===== src/rtl/wdt_pkg.sv =====
// Shared constants for the watchdog interval timer and its controller
package wdt_pkg;
  // Device register map
  localparam logic [15:0] CSEL_ADDR       = 16'hFF42;
  localparam logic [15:0] MODE_ADDR       = 16'hFFF9;
  localparam logic [7:0]  CSEL_RESET      = 8'h00;
  localparam logic [7:0]  MODE_RESET      = 8'h00;
  localparam int          RUN_BIT         = 7;
  localparam int          WD_MODE_BIT     = 4;
  localparam int          ACTION_BIT      = 3;
  localparam int          CSEL_MSB        = 2;
  // Counter geometry
  localparam int          PRESC_W         = 10;
  localparam int          CNT_W           = 7;
  localparam logic [6:0]  CNT_LAST        = 7'h7F;
  localparam logic [3:0]  PRESC_BASE_MASK = 4'hF;
  // Controller register map
  localparam logic [15:0] STATUS_ADDR     = 16'hFF00;
  localparam logic [15:0] MASK_ADDR       = 16'hFF01;
  localparam logic [15:0] CTRL_ADDR       = 16'hFF02;
  localparam logic [15:0] PEND_ADDR       = 16'hFF03;
  localparam logic [15:0] BITOP_ADDR      = 16'hFF04;
  localparam int          EV_INTERVAL     = 0;
  localparam int          EV_NMI          = 1;
  localparam int          EV_RESET        = 2;
  localparam int          CTRL_STOP       = 0;
  localparam int          CTRL_SUBCLK     = 1;
  localparam int          CTRL_IRQ_MASK   = 2;
  localparam int          BITOP_VAL       = 3;
  localparam int          BITOP_TARGET    = 4;
  localparam int          EXT_IRQS        = 4;
  // Operation modes
  typedef enum logic [1:0] {
    MODE_STOP, MODE_INTERVAL, MODE_WD_NMI, MODE_WD_RESET
  } wd_mode_t;
endpackage


===== src/rtl/wdt_if.sv =====
// Link between the watchdog timer and its CPU-side controller
`timescale 1ns/1ps
interface wdt_if;
  logic [15:0] reg_addr;
  logic [7:0]  reg_wdata;
  logic        reg_wr;
  logic        reg_bit_wr;
  logic [2:0]  reg_bit_sel;
  logic        reg_rd;
  logic [7:0]  reg_rdata;
  logic        stop_mode;
  logic        on_subclk;
  logic        wd_irq_pending_flag;
  logic        wd_interval_irq;
  logic        wd_nmi_req;
  logic        wd_reset_req;

  modport dev (
    input  reg_addr, reg_wdata, reg_wr, reg_bit_wr, reg_bit_sel, reg_rd,
    input  stop_mode, on_subclk, wd_irq_pending_flag,
    output reg_rdata, wd_interval_irq, wd_nmi_req, wd_reset_req
  );
  modport ctl (
    output reg_addr, reg_wdata, reg_wr, reg_bit_wr, reg_bit_sel, reg_rd,
    output stop_mode, on_subclk, wd_irq_pending_flag,
    input  reg_rdata, wd_interval_irq, wd_nmi_req, wd_reset_req
  );
endinterface


===== src/rtl/wdt_cpu_controller.sv =====
// CPU-side controller: register access, interrupt flags and arbitration
//
// The implementer's own choice: the address-and-strobe port.
`timescale 1ns/1ps
module wdt_cpu_controller
  import wdt_pkg::*;
(
  input  wire logic                sys_clk_i,
  input  wire logic                nrst_i,
  input  wire logic [15:0]         addr_i,
  input  wire logic [7:0]          wdata_i,
  input  wire logic                wr_i,
  input  wire logic                rd_i,
  input  wire logic [EXT_IRQS-1:0] ext_irq_i,
  output logic      [7:0]          rdata_o,
  output logic                     irq_o,
  output logic                     nmi_o,
  output logic                     sys_reset_o,
  output logic                     cpu_irq_o,
  output logic      [2:0]          cpu_irq_src_o,
  wdt_if.ctl                       link
);

  typedef struct packed {
    logic [2:0] status;
    logic [2:0] mask;
    logic [2:0] ctrl;
    logic       pend;
    logic [7:0] own_rd;
    logic       rd_dev;
    logic       irq;
    logic       nmi;
    logic       rst;
    logic       cpu_irq;
    logic [2:0] src;
  } ctl_state_t;

  ctl_state_t state_reg;
  ctl_state_t state_next;

  logic       dev_addr;
  logic       bitop;
  logic [2:0] events;

  always_comb begin
    dev_addr = (addr_i == CSEL_ADDR) || (addr_i == MODE_ADDR);
    bitop    = wr_i && (addr_i == BITOP_ADDR);
    events   = {link.wd_reset_req, link.wd_nmi_req, link.wd_interval_irq};

    state_next = state_reg;
    state_next.own_rd = 8'h00;
    state_next.rd_dev = rd_i && dev_addr;
    state_next.nmi = link.wd_nmi_req;
    state_next.rst = link.wd_reset_req;

    if (wr_i && addr_i == MASK_ADDR) begin
      state_next.mask = wdata_i[2:0];
    end
    if (wr_i && addr_i == CTRL_ADDR) begin
      state_next.ctrl = wdata_i[2:0];
    end
    // Write one to clear; a same-cycle event wins
    if (wr_i && addr_i == STATUS_ADDR) begin
      state_next.status = state_reg.status & ~wdata_i[2:0];
    end
    state_next.status = state_next.status | events;
    if (wr_i && addr_i == PEND_ADDR && wdata_i[0]) begin
      state_next.pend = 1'b0;
    end
    if (link.wd_interval_irq || link.wd_nmi_req) begin
      state_next.pend = 1'b1;
    end
    state_next.irq = |(state_next.status & state_next.mask);

    if (rd_i) begin
      case (addr_i)
        STATUS_ADDR: state_next.own_rd = {5'h00, state_reg.status};
        MASK_ADDR:   state_next.own_rd = {5'h00, state_reg.mask};
        CTRL_ADDR:   state_next.own_rd = {5'h00, state_reg.ctrl};
        PEND_ADDR:   state_next.own_rd = {7'h00, state_reg.pend};
        default:     state_next.own_rd = 8'h00;
      endcase
    end

    // Watchdog request beats every external maskable source
    state_next.cpu_irq = 1'b0;
    state_next.src = 3'h0;
    if (state_next.pend && !state_reg.ctrl[CTRL_IRQ_MASK]) begin
      state_next.cpu_irq = 1'b1;
    end else begin
      for (int i = EXT_IRQS - 1; i >= 0; i--) begin
        if (ext_irq_i[i]) begin
          state_next.cpu_irq = 1'b1;
          state_next.src = 3'(i + 1);
        end
      end
    end
  end

  always_ff @(posedge sys_clk_i) begin
    if (!nrst_i) begin
      state_reg <= '0;
    end else begin
      state_reg <= state_next;
    end
  end

  // Device accesses pass straight through so read data lands next cycle
  assign link.reg_addr    = bitop ? (wdata_i[BITOP_TARGET] ? MODE_ADDR : CSEL_ADDR) : addr_i;
  assign link.reg_wdata   = bitop ? {7'h00, wdata_i[BITOP_VAL]} : wdata_i;
  assign link.reg_wr      = wr_i && dev_addr;
  assign link.reg_bit_wr  = bitop;
  assign link.reg_bit_sel = wdata_i[2:0];
  assign link.reg_rd      = rd_i && dev_addr;
  assign link.stop_mode   = state_reg.ctrl[CTRL_STOP];
  assign link.on_subclk   = state_reg.ctrl[CTRL_SUBCLK];
  assign link.wd_irq_pending_flag = state_reg.pend;

  assign rdata_o       = state_reg.rd_dev ? link.reg_rdata : state_reg.own_rd;
  assign irq_o         = state_reg.irq;
  assign nmi_o         = state_reg.nmi;
  assign sys_reset_o   = state_reg.rst;
  assign cpu_irq_o     = state_reg.cpu_irq;
  assign cpu_irq_src_o = state_reg.src;

endmodule


===== src/flat_wrapper.sv =====
// flat-port wrapper written by rule: the top's interface ports become plain ports
module wdt_cpu_controller_flat import wdt_pkg::*;
  (sys_clk_i, nrst_i, addr_i, wdata_i, wr_i, rd_i, ext_irq_i, rdata_o, irq_o, nmi_o, sys_reset_o, cpu_irq_o, cpu_irq_src_o, link_reg_addr, link_reg_wdata, link_reg_wr, link_reg_bit_wr, link_reg_bit_sel, link_reg_rd, link_stop_mode, link_on_subclk, link_wd_irq_pending_flag, link_reg_rdata, link_wd_interval_irq, link_wd_nmi_req, link_wd_reset_req);
  wdt_if link_i ();
  input  wire logic sys_clk_i;
  input  wire logic nrst_i;
  input  wire logic [15:0] addr_i;
  input  wire logic [7:0] wdata_i;
  input  wire logic wr_i;
  input  wire logic rd_i;
  input  wire logic [EXT_IRQS-1:0] ext_irq_i;
  output logic      [7:0] rdata_o;
  output logic irq_o;
  output logic nmi_o;
  output logic sys_reset_o;
  output logic cpu_irq_o;
  output logic      [2:0] cpu_irq_src_o;
  output wire logic [$bits(link_i.reg_addr)-1:0] link_reg_addr;
  output wire logic [$bits(link_i.reg_wdata)-1:0] link_reg_wdata;
  output wire logic [$bits(link_i.reg_wr)-1:0] link_reg_wr;
  output wire logic [$bits(link_i.reg_bit_wr)-1:0] link_reg_bit_wr;
  output wire logic [$bits(link_i.reg_bit_sel)-1:0] link_reg_bit_sel;
  output wire logic [$bits(link_i.reg_rd)-1:0] link_reg_rd;
  output wire logic [$bits(link_i.stop_mode)-1:0] link_stop_mode;
  output wire logic [$bits(link_i.on_subclk)-1:0] link_on_subclk;
  output wire logic [$bits(link_i.wd_irq_pending_flag)-1:0] link_wd_irq_pending_flag;
  input wire logic [$bits(link_i.reg_rdata)-1:0] link_reg_rdata;
  input wire logic [$bits(link_i.wd_interval_irq)-1:0] link_wd_interval_irq;
  input wire logic [$bits(link_i.wd_nmi_req)-1:0] link_wd_nmi_req;
  input wire logic [$bits(link_i.wd_reset_req)-1:0] link_wd_reset_req;
  assign link_reg_addr = link_i.reg_addr;
  assign link_reg_wdata = link_i.reg_wdata;
  assign link_reg_wr = link_i.reg_wr;
  assign link_reg_bit_wr = link_i.reg_bit_wr;
  assign link_reg_bit_sel = link_i.reg_bit_sel;
  assign link_reg_rd = link_i.reg_rd;
  assign link_stop_mode = link_i.stop_mode;
  assign link_on_subclk = link_i.on_subclk;
  assign link_wd_irq_pending_flag = link_i.wd_irq_pending_flag;
  assign link_i.reg_rdata = link_reg_rdata;
  assign link_i.wd_interval_irq = link_wd_interval_irq;
  assign link_i.wd_nmi_req = link_wd_nmi_req;
  assign link_i.wd_reset_req = link_wd_reset_req;
  wdt_cpu_controller u_core (.sys_clk_i(sys_clk_i), .nrst_i(nrst_i), .addr_i(addr_i), .wdata_i(wdata_i), .wr_i(wr_i), .rd_i(rd_i), .ext_irq_i(ext_irq_i), .rdata_o(rdata_o), .irq_o(irq_o), .nmi_o(nmi_o), .sys_reset_o(sys_reset_o), .cpu_irq_o(cpu_irq_o), .cpu_irq_src_o(cpu_irq_src_o), .link(link_i));
endmodule

===== config.mk =====
export PLATFORM = sky130hd
export DESIGN_NAME = wdt_cpu_controller_flat
export DESIGN_NICKNAME = d
export VERILOG_FILES = /design/src/rtl/wdt_pkg.sv /design/src/rtl/wdt_if.sv /design/src/rtl/wdt_cpu_controller.sv /design/src/flat_wrapper.sv
export SDC_FILE = /design/constraint.sdc
export NUM_CORES = 1
export LEC_CHECK = 0
export BUFFER_PORTS_ARGS = -buffer_cell sky130_fd_sc_hd__buf_2
export CAP_MARGIN = 20
export CORE_ASPECT_RATIO = 1.5
export CORE_MARGIN = 2
export CORE_UTILIZATION = 28
export DETAILED_ROUTE_END_ITERATION = 8
export SLEW_MARGIN = 20
export SYNTH_ARGS = -nofsm -noshare
export SYNTH_HDL_FRONTEND = slang
export SYNTH_SLANG_ARGS = --single-unit
export TNS_END_PERCENT = 10

===== constraint.sdc =====
create_clock -name sys_clk_i -period 1.5 [get_ports sys_clk_i]
set_input_delay 0.075 -clock sys_clk_i [delete_from_list [all_inputs] [get_ports sys_clk_i]]
set_output_delay 0.075 -clock sys_clk_i [all_outputs]
set_load 0.02 [all_outputs]

# After elaboration in Yosys (flattened, before gate mapping)
# Cells that the tools add are included.
dict set report totals {
  output_inout_bits 48
  register_bits 26
  input_bits 43
}
dict set report op_classes {
  n_eq_ne 7
  bitwise 5
  reduce_logical 17
  n_mux 14
}
# op n
set op_table {}
lappend op_table {{$eq 16x16->1 const B} 7}
lappend op_table {{$mux 8} 3}
lappend op_table {{$mux 16} 1}
lappend op_table {{$mux 4} 4}
lappend op_table {{$pmux 3 s4} 1}
lappend op_table {{$logic_and 1x1->1} 9}
lappend op_table {{$and 3x3->3} 2}
lappend op_table {{$mux 3} 2}
lappend op_table {{$reduce_or 3->1} 2}
lappend op_table {{$reduce_or 5->1} 1}
lappend op_table {{$mux 1} 3}
lappend op_table {{$not 3->3} 1}
lappend op_table {{$or 3x3->3} 1}
lappend op_table {{$logic_or 1x1->1} 2}
lappend op_table {{$reduce_and 2->1} 1}
lappend op_table {{$reduce_or 2->1} 1}
lappend op_table {{$logic_not 1->1} 1}
lappend op_table {{$not 1->1} 1}

# Depth between registers and ports, before layout
# Gate-level depths: netlist (run 1).
dict set report depth {
  ltp_word 7
  depth_mapped 7
}

# Worst setup path after synthesis (run 1)
# OpenSTA, ideal clock, no wires.
dict set report synth_path {
  kind {input -> output}
  from {input addr_i[1]}
  to {output link_reg_addr[1]}
  setup_slack_ns -0.283
  arrival_time_ns 1.708
  stages 6
  path_cell_list {clkbuf_1 -> nor2_1 -> nand4_1 -> or4_1 -> clkbuf_1 -> a21boi_0}
}
dict set report synth_between {
  elab_chain_cells 3
}
# element line_no
set synth_lines {}
lappend synth_lines {{start, declared} flat_wrapper.sv:7} ;# input wire logic [15:0] addr_i;
lappend synth_lines {{$eq 16x16->1} wdt_cpu_controller.sv:47} ;# bitop = wr_i && (addr_i == BITOP_ADDR);
lappend synth_lines {{$logic_and 1x1->1} wdt_cpu_controller.sv:47}
lappend synth_lines {{$mux 16 *} wdt_cpu_controller.sv:109} ;# assign link.reg_addr = bitop ? (wdata_i[BITOP_TARGET] ? MODE_ADDR : CSEL_ADDR) : addr_i;
lappend synth_lines {{end, declared} flat_wrapper.sv:18} ;# output wire logic [$bits(link_i.reg_addr)-1:0] link_reg_addr;
# Every way passes the cells marked *; elsewhere a longest branch is shown, timed or not.

# Worst setup path in the final report (run 1)
dict set report layout_path {
  from {input addr_i[5]}
  to {output link_reg_addr[1]}
}
dict set report layout_between {
  elab_chain_cells 3
}
# element line_no
set layout_lines {}
lappend layout_lines {{$eq 16x16->1} wdt_cpu_controller.sv:47}
lappend layout_lines {{$logic_and 1x1->1} wdt_cpu_controller.sv:47}
lappend layout_lines {{$mux 16} wdt_cpu_controller.sv:109}
# Every way passes these cells.

==> results.cfg, run 1 <==
[drt]
postRouteAntennaNets = 0
post-route-drc-count = 0
routed_via_density = 4.760
drt-met1-wl_mm = 1.360
via_count = 1366
wl_met3_um = 220
highest_layer = met4
dr.pass1.iters = 4
dr.first_iter.drc_count = 17
drt-wirelength-per-cell_um = 12.32
routed-wl-met2_mm = 1.905
routed_wl_mm = 3.537

[yosys]
synthesis.area_sq_mm = 0.001236
yosys_warnings = 0
yosys_most_used_dff = dfxtp_1
yosysTopAreaCell = dfxtp_1
yosys.cell_count.top_type = dfxtp_1
synthSimpleGateAreaFrac_pct = 35.83
netlist_top_cells_count = dfxtp_1, and2_1, clkbuf_1, nor2_1
syn_avg_cell_area_sq_um = 8.467
synth_fa_ha_area_share_pct = 0
synthXorXnorAreaFrac_pct = 0
synth_edf_count = 0
synth_top_family_by_area = simple AND/OR/NAND/NOR gates
synth_compound_area_share_pct = 11.34
synth.top_cell.area_share_pct = 34.01
yosysUniqueCellTypes = 39
async_reset_ff_share_pct = 0
syn_inst = 146
ys_seq_area_share_pct = 34.01
synthTopCellsByArea = dfxtp_1, and2_1, mux2i_1, clkbuf_1, buf_4
ys_ff_latch = 21
muxShareOfSynthArea_pct = 9.413
syn_nets = 189

[final_layout]
fillers = 434
largest_reg_flops = 11
syn2layout_area_growth_pct = 57.29
diodes = 0
fin_area_sq_mm = 0.001944
drive_gt1_share_pct = 55.60
layout.nets = 285
utilization_pct = 45.80

[power]
power.sequential.fraction_pct = 46.3
power_mw = 1.244
switchingPower_uw = 343.2
clockPowerShare_pct = 29.0
max-vdd-ir-drop_mv = 0.5632
switching_share_pct = 27.59
power_density_mw_per_mm2 = 639.8
leakage_nw = 1.040
p_int_uw = 900.7
p_comb_share_pct = 24.6

[global_route]
overflow = 0
track_usage_pct = 14.20
grt_pass1_vias = 1238
grt_max_degree = 21
grt_pass1_wl_mm = 5.547
antenna_found_initial = 0

[cts]
cts-root-buf = clkbuf_8
cts-buffers-inserted = 3
post_cts_buffers = 0
numClockSinks = 21
clk_path_buf_depth = 2
cts_tree = built
cts_hold_buf = 0
h-tree-depth = 1
clock_latency_ns = 0.25
clk_pin_slew_ns = 0.07

[min_path]
hold_class = primary input to register

[floorplanning]
rows = 29
die_h_um = 85.38
ioPinCount = 91
core_sq_mm = 0.004245
start_util_pct = 29.12
die_x_um = 58.25
design.die.area_sq_mm = 0.004973

[sta]
fmax_mhz = 635.0
hold_violations = 0
setup_viol_count_final = 12
finalCritPeriodShare_pct = 105.0
slew_headroom_pct = 77.67
fin_skew_ns = 0.001441
period_needed_ns = 1.575
layout_setup_ws_ns = -0.07490
fin_tns_setup_ns = -0.5858
rsz0062_at_grt = true
tightest_slew_ns = 0.3319
slew_violations = 0

[placement]
gp_congestion = 0.8104
io_buffers = 90
hpwl_mm = 2.844
place_area_sq_mm = 0.001804
post-place-ws_ns = -0.1744

[worst_setup_path]
crit_chain = buf_2 -> buf_4 -> nor3_2 -> nand4_1 -> or4_4 -> inv_2 -> nand2_4 -> a21boi_2 -> buf_4
crit_fanout = 6
cp-start-kind = primary input
crit_family = simple AND/OR/NAND/NOR gates
critPathCaptureType = primary output
arrival_ns = 1.50
cp.required_ns = 1.42
cp_common_cell = buf_4
path_buf_inv = 4
worstSetupPathType = primary input to primary output
max_stage_delay_ns = 0.44
crit_path_top_delay_cell = or4_4

[run_status]
failed_checks = setup timing
status = finished, violations left

[flow_run]
maxCapViolations = 0
## through the flow
step	std cells	hold slack (ns)
finish	287	0.01258
global route	287	0.01937
CTS	287	0.007390
detailed placement	283	0.2806
global placement	283	0.2792
floorplan	146	0.1464
## final timing paths
kind	end	from	slack (ns)	cells past startpoint
setup / recovery	link_reg_addr[1]	addr_i[5]	-0.07	9
hold / removal	u_core.cpu_irq_src_o[1]	ext_irq_i[0]	0.01	2
setup reg to reg	u_core.cpu_irq_src_o[2]	u_core.link.wd_irq_pending_flag	0.37	3
hold reg to reg	u_core.state_reg[10]	u_core.state_reg[22]	0.50	2
## cells by family after synthesis
family | after synthesis
compound gates | 20
mux | 10
flops | 21
buf+inv | 25
simple gates | 70
## layout by cell type (no fill, tap or decap), drive strengths merged
| cell type | count |
|---|---|
| mux2i | 6 |
| nand2 | 5 |
| or3b | 1 |
| a31oi | 2 |
| clkbuf | 4 |
| o41ai | 1 |
| nand4b | 2 |
| nor3 | 2 |
| dfxtp | 21 |
| nor2b | 7 |
| nor4b | 1 |
| or2 | 1 |
| o21a | 3 |
| mux2 | 3 |
| and4 | 1 |
| nor2 | 9 |
| nand4 | 3 |
| nor4 | 3 |
| and2 | 17 |
| buf | 110 |
| nand3 | 2 |
| nand2b | 7 |
| and3 | 6 |
| inv | 6 |
| and4b | 1 |
| o21ai | 3 |
| a21oi | 4 |
| mux4 | 1 |
| o221ai | 2 |
| a21bo | 1 |
| a21boi | 4 |
| or4 | 2 |
## metal layers
layer  track usage, %  vias up
li1                 -      685
met1            16.14      620
met2            26.03       55
met3            2.591        6
met4            4.440        0
met5                0        -
## area by class of cell
class                           count  area (sq um)  share of cell area [%]
Multi-Input combinational cell    100         755.7                   38.87
Timing Repair Buffer              110         643.1                   33.08
Sequential cell                    21         420.4                   21.62
Tap cell                           46         57.56                   2.960
Clock buffer                        4         45.04                   2.317
Inverter                            6         22.52                   1.158
## timing repair
| action | 4_1_cts | 5_1_grt |
|---|---|---|
| endpoints found under the setup margin | 18 | 22 |
| pin swaps | 1 | 4 |
| gates resized for setup | 10 | 14 |
## power by group through the flow
stage                     clock (mW)  combinational, mW  sequential, mW
after global routing           0.399              0.331           0.578
after CTS                      0.374              0.298           0.576
final                          0.361              0.307           0.576
after global placement             0              0.290           0.589
after detailed placement           0              0.292           0.589
after floorplan                    0              0.143           0.596
## worst reg2reg max path, stage by stage (launching register included)
cell	delay, ns
dfxtp_1	0.36
a21bo_1	0.23
a21oi_2	0.22
and4b_1	0.22
Power figures use the tool's default switching activity.
==> run 2, diff against run 1 <==
Settings changed: GPL_TIMING_DRIVEN from default to 0, TNS_END_PERCENT 10 to default.
Clock period 1.5 ns to 1.4 ns, I/O delays scaled along.
==> results.cfg, run 2 (synthesis results as in run 1) <==
[drt]
drt-wirelength-per-cell_um = 12.95
post-route-drc-count = 0
via_count = 1409
dr.pass1.iters = 4
postRouteAntennaNets = 0
routed_wl_mm = 3.845
dr.first_iter.drc_count = 13
routed_via_density = 4.744

[worst_setup_path]
worstSetupPathType = primary input to primary output
critPathCaptureType = primary output
cp.required_ns = 1.33
crit_path_top_delay_cell = or4_4
path_buf_inv = 3
crit_fanout = 6
crit_family = simple AND/OR/NAND/NOR gates
max_stage_delay_ns = 0.53
cp-start-kind = primary input
arrival_ns = 1.45
crit_chain = buf_8 -> or2_4 -> or4_4 -> inv_4 -> nand2_8 -> a21boi_4 -> buf_6

[cts]
clk_path_buf_depth = 2
cts-root-buf = clkbuf_8
cts-buffers-inserted = 3
cts_tree = built
numClockSinks = 21
h-tree-depth = 1
clock_latency_ns = 0.26
clk_pin_slew_ns = 0.07

[power]
power.sequential.fraction_pct = 43.5
power_mw = 1.418
p_int_mw = 1.024
power_density_mw_per_mm2 = 622.8
p_comb_share_pct = 29.0
clockPowerShare_pct = 27.4
switching_share_pct = 27.77
leakage_nw = 1.162
max-vdd-ir-drop_mv = 0.5805
switchingPower_uw = 393.9

[placement]
post-place-ws_ns = -0.4939
hpwl_mm = 2.738
place_area_sq_mm = 0.001763
gp_congestion = 0.7933
io_buffers = 87
place_inst = 279

[sta]
slew_headroom_pct = 71.37
tightest_slew_ns = 0.4295
period_needed_ns = 1.519
fmax_mhz = 658.3
finalCritPeriodShare_pct = 108.5
slew_violations = 0
layout_setup_ws_ns = -0.1191
setup_viol_count_final = 18
fin_skew_ns = 0.001515
hold_violations = 0
rsz0062_at_grt = true

[final_layout]
syn2layout_area_growth_pct = 84.21
fin_cells = 297
diodes = 0
layout_commonest_cell = buf_2
layout_common_cells = buf_2, buf_6, dfxtp_1, buf_4, clkbuf_1
layout.nets = 295
drive_gt1_share_pct = 62.15
fillers = 373
largest_reg_flops = 11
utilization_pct = 53.64
fin_area_sq_mm = 0.002277

[global_route]
grt_pass1_vias = 1303
track_usage_pct = 14.75
overflow = 0
grt_pass1_wl_mm = 5.713
antenna_found_initial = 0
grt_max_degree = 13

[floorplanning]
die_x_um = 58.25
design.die.area_sq_mm = 0.004973
core_sq_mm = 0.004245
ioPinCount = 91
start_util_pct = 29.12
rows = 29
die_h_um = 85.38

[flow_run]
maxCapViolations = 0

[min_path]
hold_class = primary input to register

[run_status]
status = finished, violations left
failed_checks = setup timing
run 2: per-layer routing:
layer,wire (um),share of wire [%],vias up,track usage [%]
met3,242,6.3,4,2.591
met4,38,0.99,0,3.594
li1,-,-,703,-
met1,1462,38,648,14.90
met2,2101,55,54,29.65
met5,0,0,-,0
run 2: final cells by class:
type	count	area (sq um)	area share [%]
multi-input cells	100	880.8	38.68
repair buffers	101	711.9	31.26
flip-flops and latches	21	420.4	18.46
plain buffers	19	135.1	5.934
well taps	46	57.56	2.527
clock buffers	3	41.29	1.813
inverters	6	25.02	1.099
clock inverters	1	5.005	0.2198
run 2: power groups by stage:
stage          combinational [mW]  sequential (mW)  clock [mW]
4_1_cts                     0.389            0.617       0.400
6_report                    0.412            0.617       0.389
5_1_grt                     0.437            0.619       0.427
3_3_place_gp                0.300            0.631           0
2_1_floorplan               0.158            0.638           0
3_5_place_dp                0.302            0.631           0
run 2: what timing repair did:
action | CTS | global route
cloned | 1 | 0
buffers inserted | 10 | 2
hold endpoints to repair | 1 | 0
hold buffers | 1 | 0
pin swaps | 29 | 10
gates resized for setup | 76 | 16
endpoints found under the setup margin | 25 | 28
run 2: worst paths after layout:
path	end	slack [ns]	from	depth (start not counted)
setup reg to reg	u_core.state_reg[8]	0.29	u_core.link.wd_irq_pending_flag	2
hold reg to reg	u_core.state_reg[10]	0.49	u_core.state_reg[22]	2
hold / removal	u_core.sys_reset_o	0.05	link_wd_reset_req	2
setup / recovery	link_reg_addr[1]	-0.12	addr_i[7]	7
run 2: per-stage QoR:
step	hold slack [ns]	TNS [ns]
after floorplan	0.1414	-0.5283
after global placement	0.2721	-10.13
after detailed placement	0.2738	-9.898
after CTS	0.04222	-1.370
after global routing	0.06121	-1.875
final	0.05178	-1.113
==> run 3, diff against run 2 <==
Settings changed: CORE_ASPECT_RATIO 1.5 to default.
==> results.cfg, run 3 (synthesis results as in run 1) <==
[power]
power_density_mw_per_mm2 = 617.7
switchingPower_uw = 399.7
p_int_mw = 1.032
clockPowerShare_pct = 27.8
power.sequential.fraction_pct = 43.1
power_mw = 1.431
switching_share_pct = 27.92
max-vdd-ir-drop_mv = 0.4727
p_comb_share_pct = 29.1
leakage_nw = 1.185

[final_layout]
layout_common_cells = buf_2, buf_6, dfxtp_1, buf_4, clkbuf_1
layout_commonest_cell = buf_2
fin_area_sq_mm = 0.002317
utilization_pct = 53.96
diodes = 0
syn2layout_area_growth_pct = 87.45
drive_gt1_share_pct = 62.60
layout.nets = 298
fin_cells = 306
largest_reg_flops = 11

[sta]
fin_skew_ns = 0.0006118
rsz0062_at_grt = true
finalCritPeriodShare_pct = 111.0
fmax_mhz = 643.6
setup_viol_count_final = 22
holdWs_ns = 0.04328
slew_violations = 0
slew_headroom_pct = 69.99
fin_tns_setup_ns = -1.722
period_needed_ns = 1.554
tightest_slew_ns = 0.4481
layout_setup_ws_ns = -0.1538
hold_violations = 0

[drt]
dr.first_iter.drc_count = 54
postRouteAntennaNets = 0
via_count = 1467
routed_wl_mm = 4.001
post-route-drc-count = 0
wl_met3_um = 365
drt-met1-wl_mm = 1.620
drt-wirelength-per-cell_um = 13.08
routed-wl-met2_mm = 1.967
dr.pass1.iters = 4
routed_via_density = 4.794
highest_layer = met4

[run_status]
failed_checks = setup timing
status = finished, violations left

[cts]
cts-root-buf = clkbuf_8
cts_tree = built
clk_pin_slew_ns = 0.07
h-tree-depth = 1
cts-buffers-inserted = 3
clk_path_buf_depth = 2
clock_latency_ns = 0.26
numClockSinks = 21

[floorplanning]
rows = 24
ioPinCount = 91
core_sq_mm = 0.004294
die_h_um = 70.45
design.die.area_sq_mm = 0.004963
start_util_pct = 28.79
die_x_um = 70.45

[min_path]
min-delay-start = link_wd_reset_req
hold_depth = 2
holdPathEnd = u_core.sys_reset_o
hold_class = primary input to register

[worst_setup_path]
r2r_start = u_core.link.wd_irq_pending_flag
worstSetupPathType = primary input to primary output
r2r_slack_ns = 0.29
crit_chain = buf_8 -> or2_4 -> or4_4 -> inv_6 -> nand2_8 -> a21boi_2 -> buf_6
max_stage_delay_ns = 0.56
r2r-end = u_core.state_reg[8]
crit_path_top_delay_cell = or4_4
cp.required_ns = 1.33
cp-start-kind = primary input
arrival_ns = 1.48
rr_worst_depth = 2
crit_fanout = 6
critPathCaptureType = primary output

[placement]
gp_congestion = 0.7956
place_area_sq_mm = 0.001770
io_buffers = 87
place_inst = 285
post-place-ws_ns = -0.4721
hpwl_mm = 2.698

[global_route]
grt_pass1_wl_mm = 6.154
grt_max_degree = 12
overflow = 0
antenna_found_initial = 0
track_usage_pct = 15.24
grt_pass1_vias = 1382

[flow_run]
maxCapViolations = 0
run 3: repair_timing:
action,CTS,global route
hold endpoints to repair,1,0
gates cloned,2,0
pin swaps,15,21
setup buffers,7,7
gates resized for setup,71,27
endpoints found under the setup margin,29,28
hold buffers,1,0
run 3: power groups by stage:
stage | clock [mW] | sequential (mW) | combinational (mW)
after floorplan | 0 | 0.638 | 0.158
after global placement | 0 | 0.630 | 0.299
after detailed placement | 0 | 0.630 | 0.301
after CTS | 0.409 | 0.617 | 0.377
after global routing | 0.440 | 0.619 | 0.445
final | 0.397 | 0.617 | 0.417
run 3: how the worst max path moves through the flow:
stage               startpoint               end  depth (start not counted)
floorplan            addr_i[5]      u_core.irq_o                          5
global route         addr_i[2]       link_reg_rd                          6
global placement     addr_i[5]      u_core.irq_o                          6
finish               addr_i[7]  link_reg_addr[1]                          7
detailed placement   addr_i[5]      u_core.irq_o                          6
CTS                  addr_i[2]       link_reg_wr                          6
run 3: area by class of cell:
class                           count  area, sq um
Tap cell                           52        65.06
Timing Repair Buffer              104        740.7
Clock buffer                        4        45.04
Multi-Input combinational cell    100        883.3
Buffer                             19        135.1
Fill cell                         400         1977
Sequential cell                    21        420.4
Inverter                            6        27.53
run 3: critical path, delay by kind of cell:
kind	cells	cell delay [ns]
buf+inv	3	0.34
simple gates	3	0.90
compound gates	1	0.17
run 3: per-layer routing:
layer | up-vias | global-route usage [%]
met5 | - | 0
met4 | 0 | 2.564
met3 | 5 | 4.906
met2 | 67 | 27.99
met1 | 682 | 17.28
li1 | 713 | -
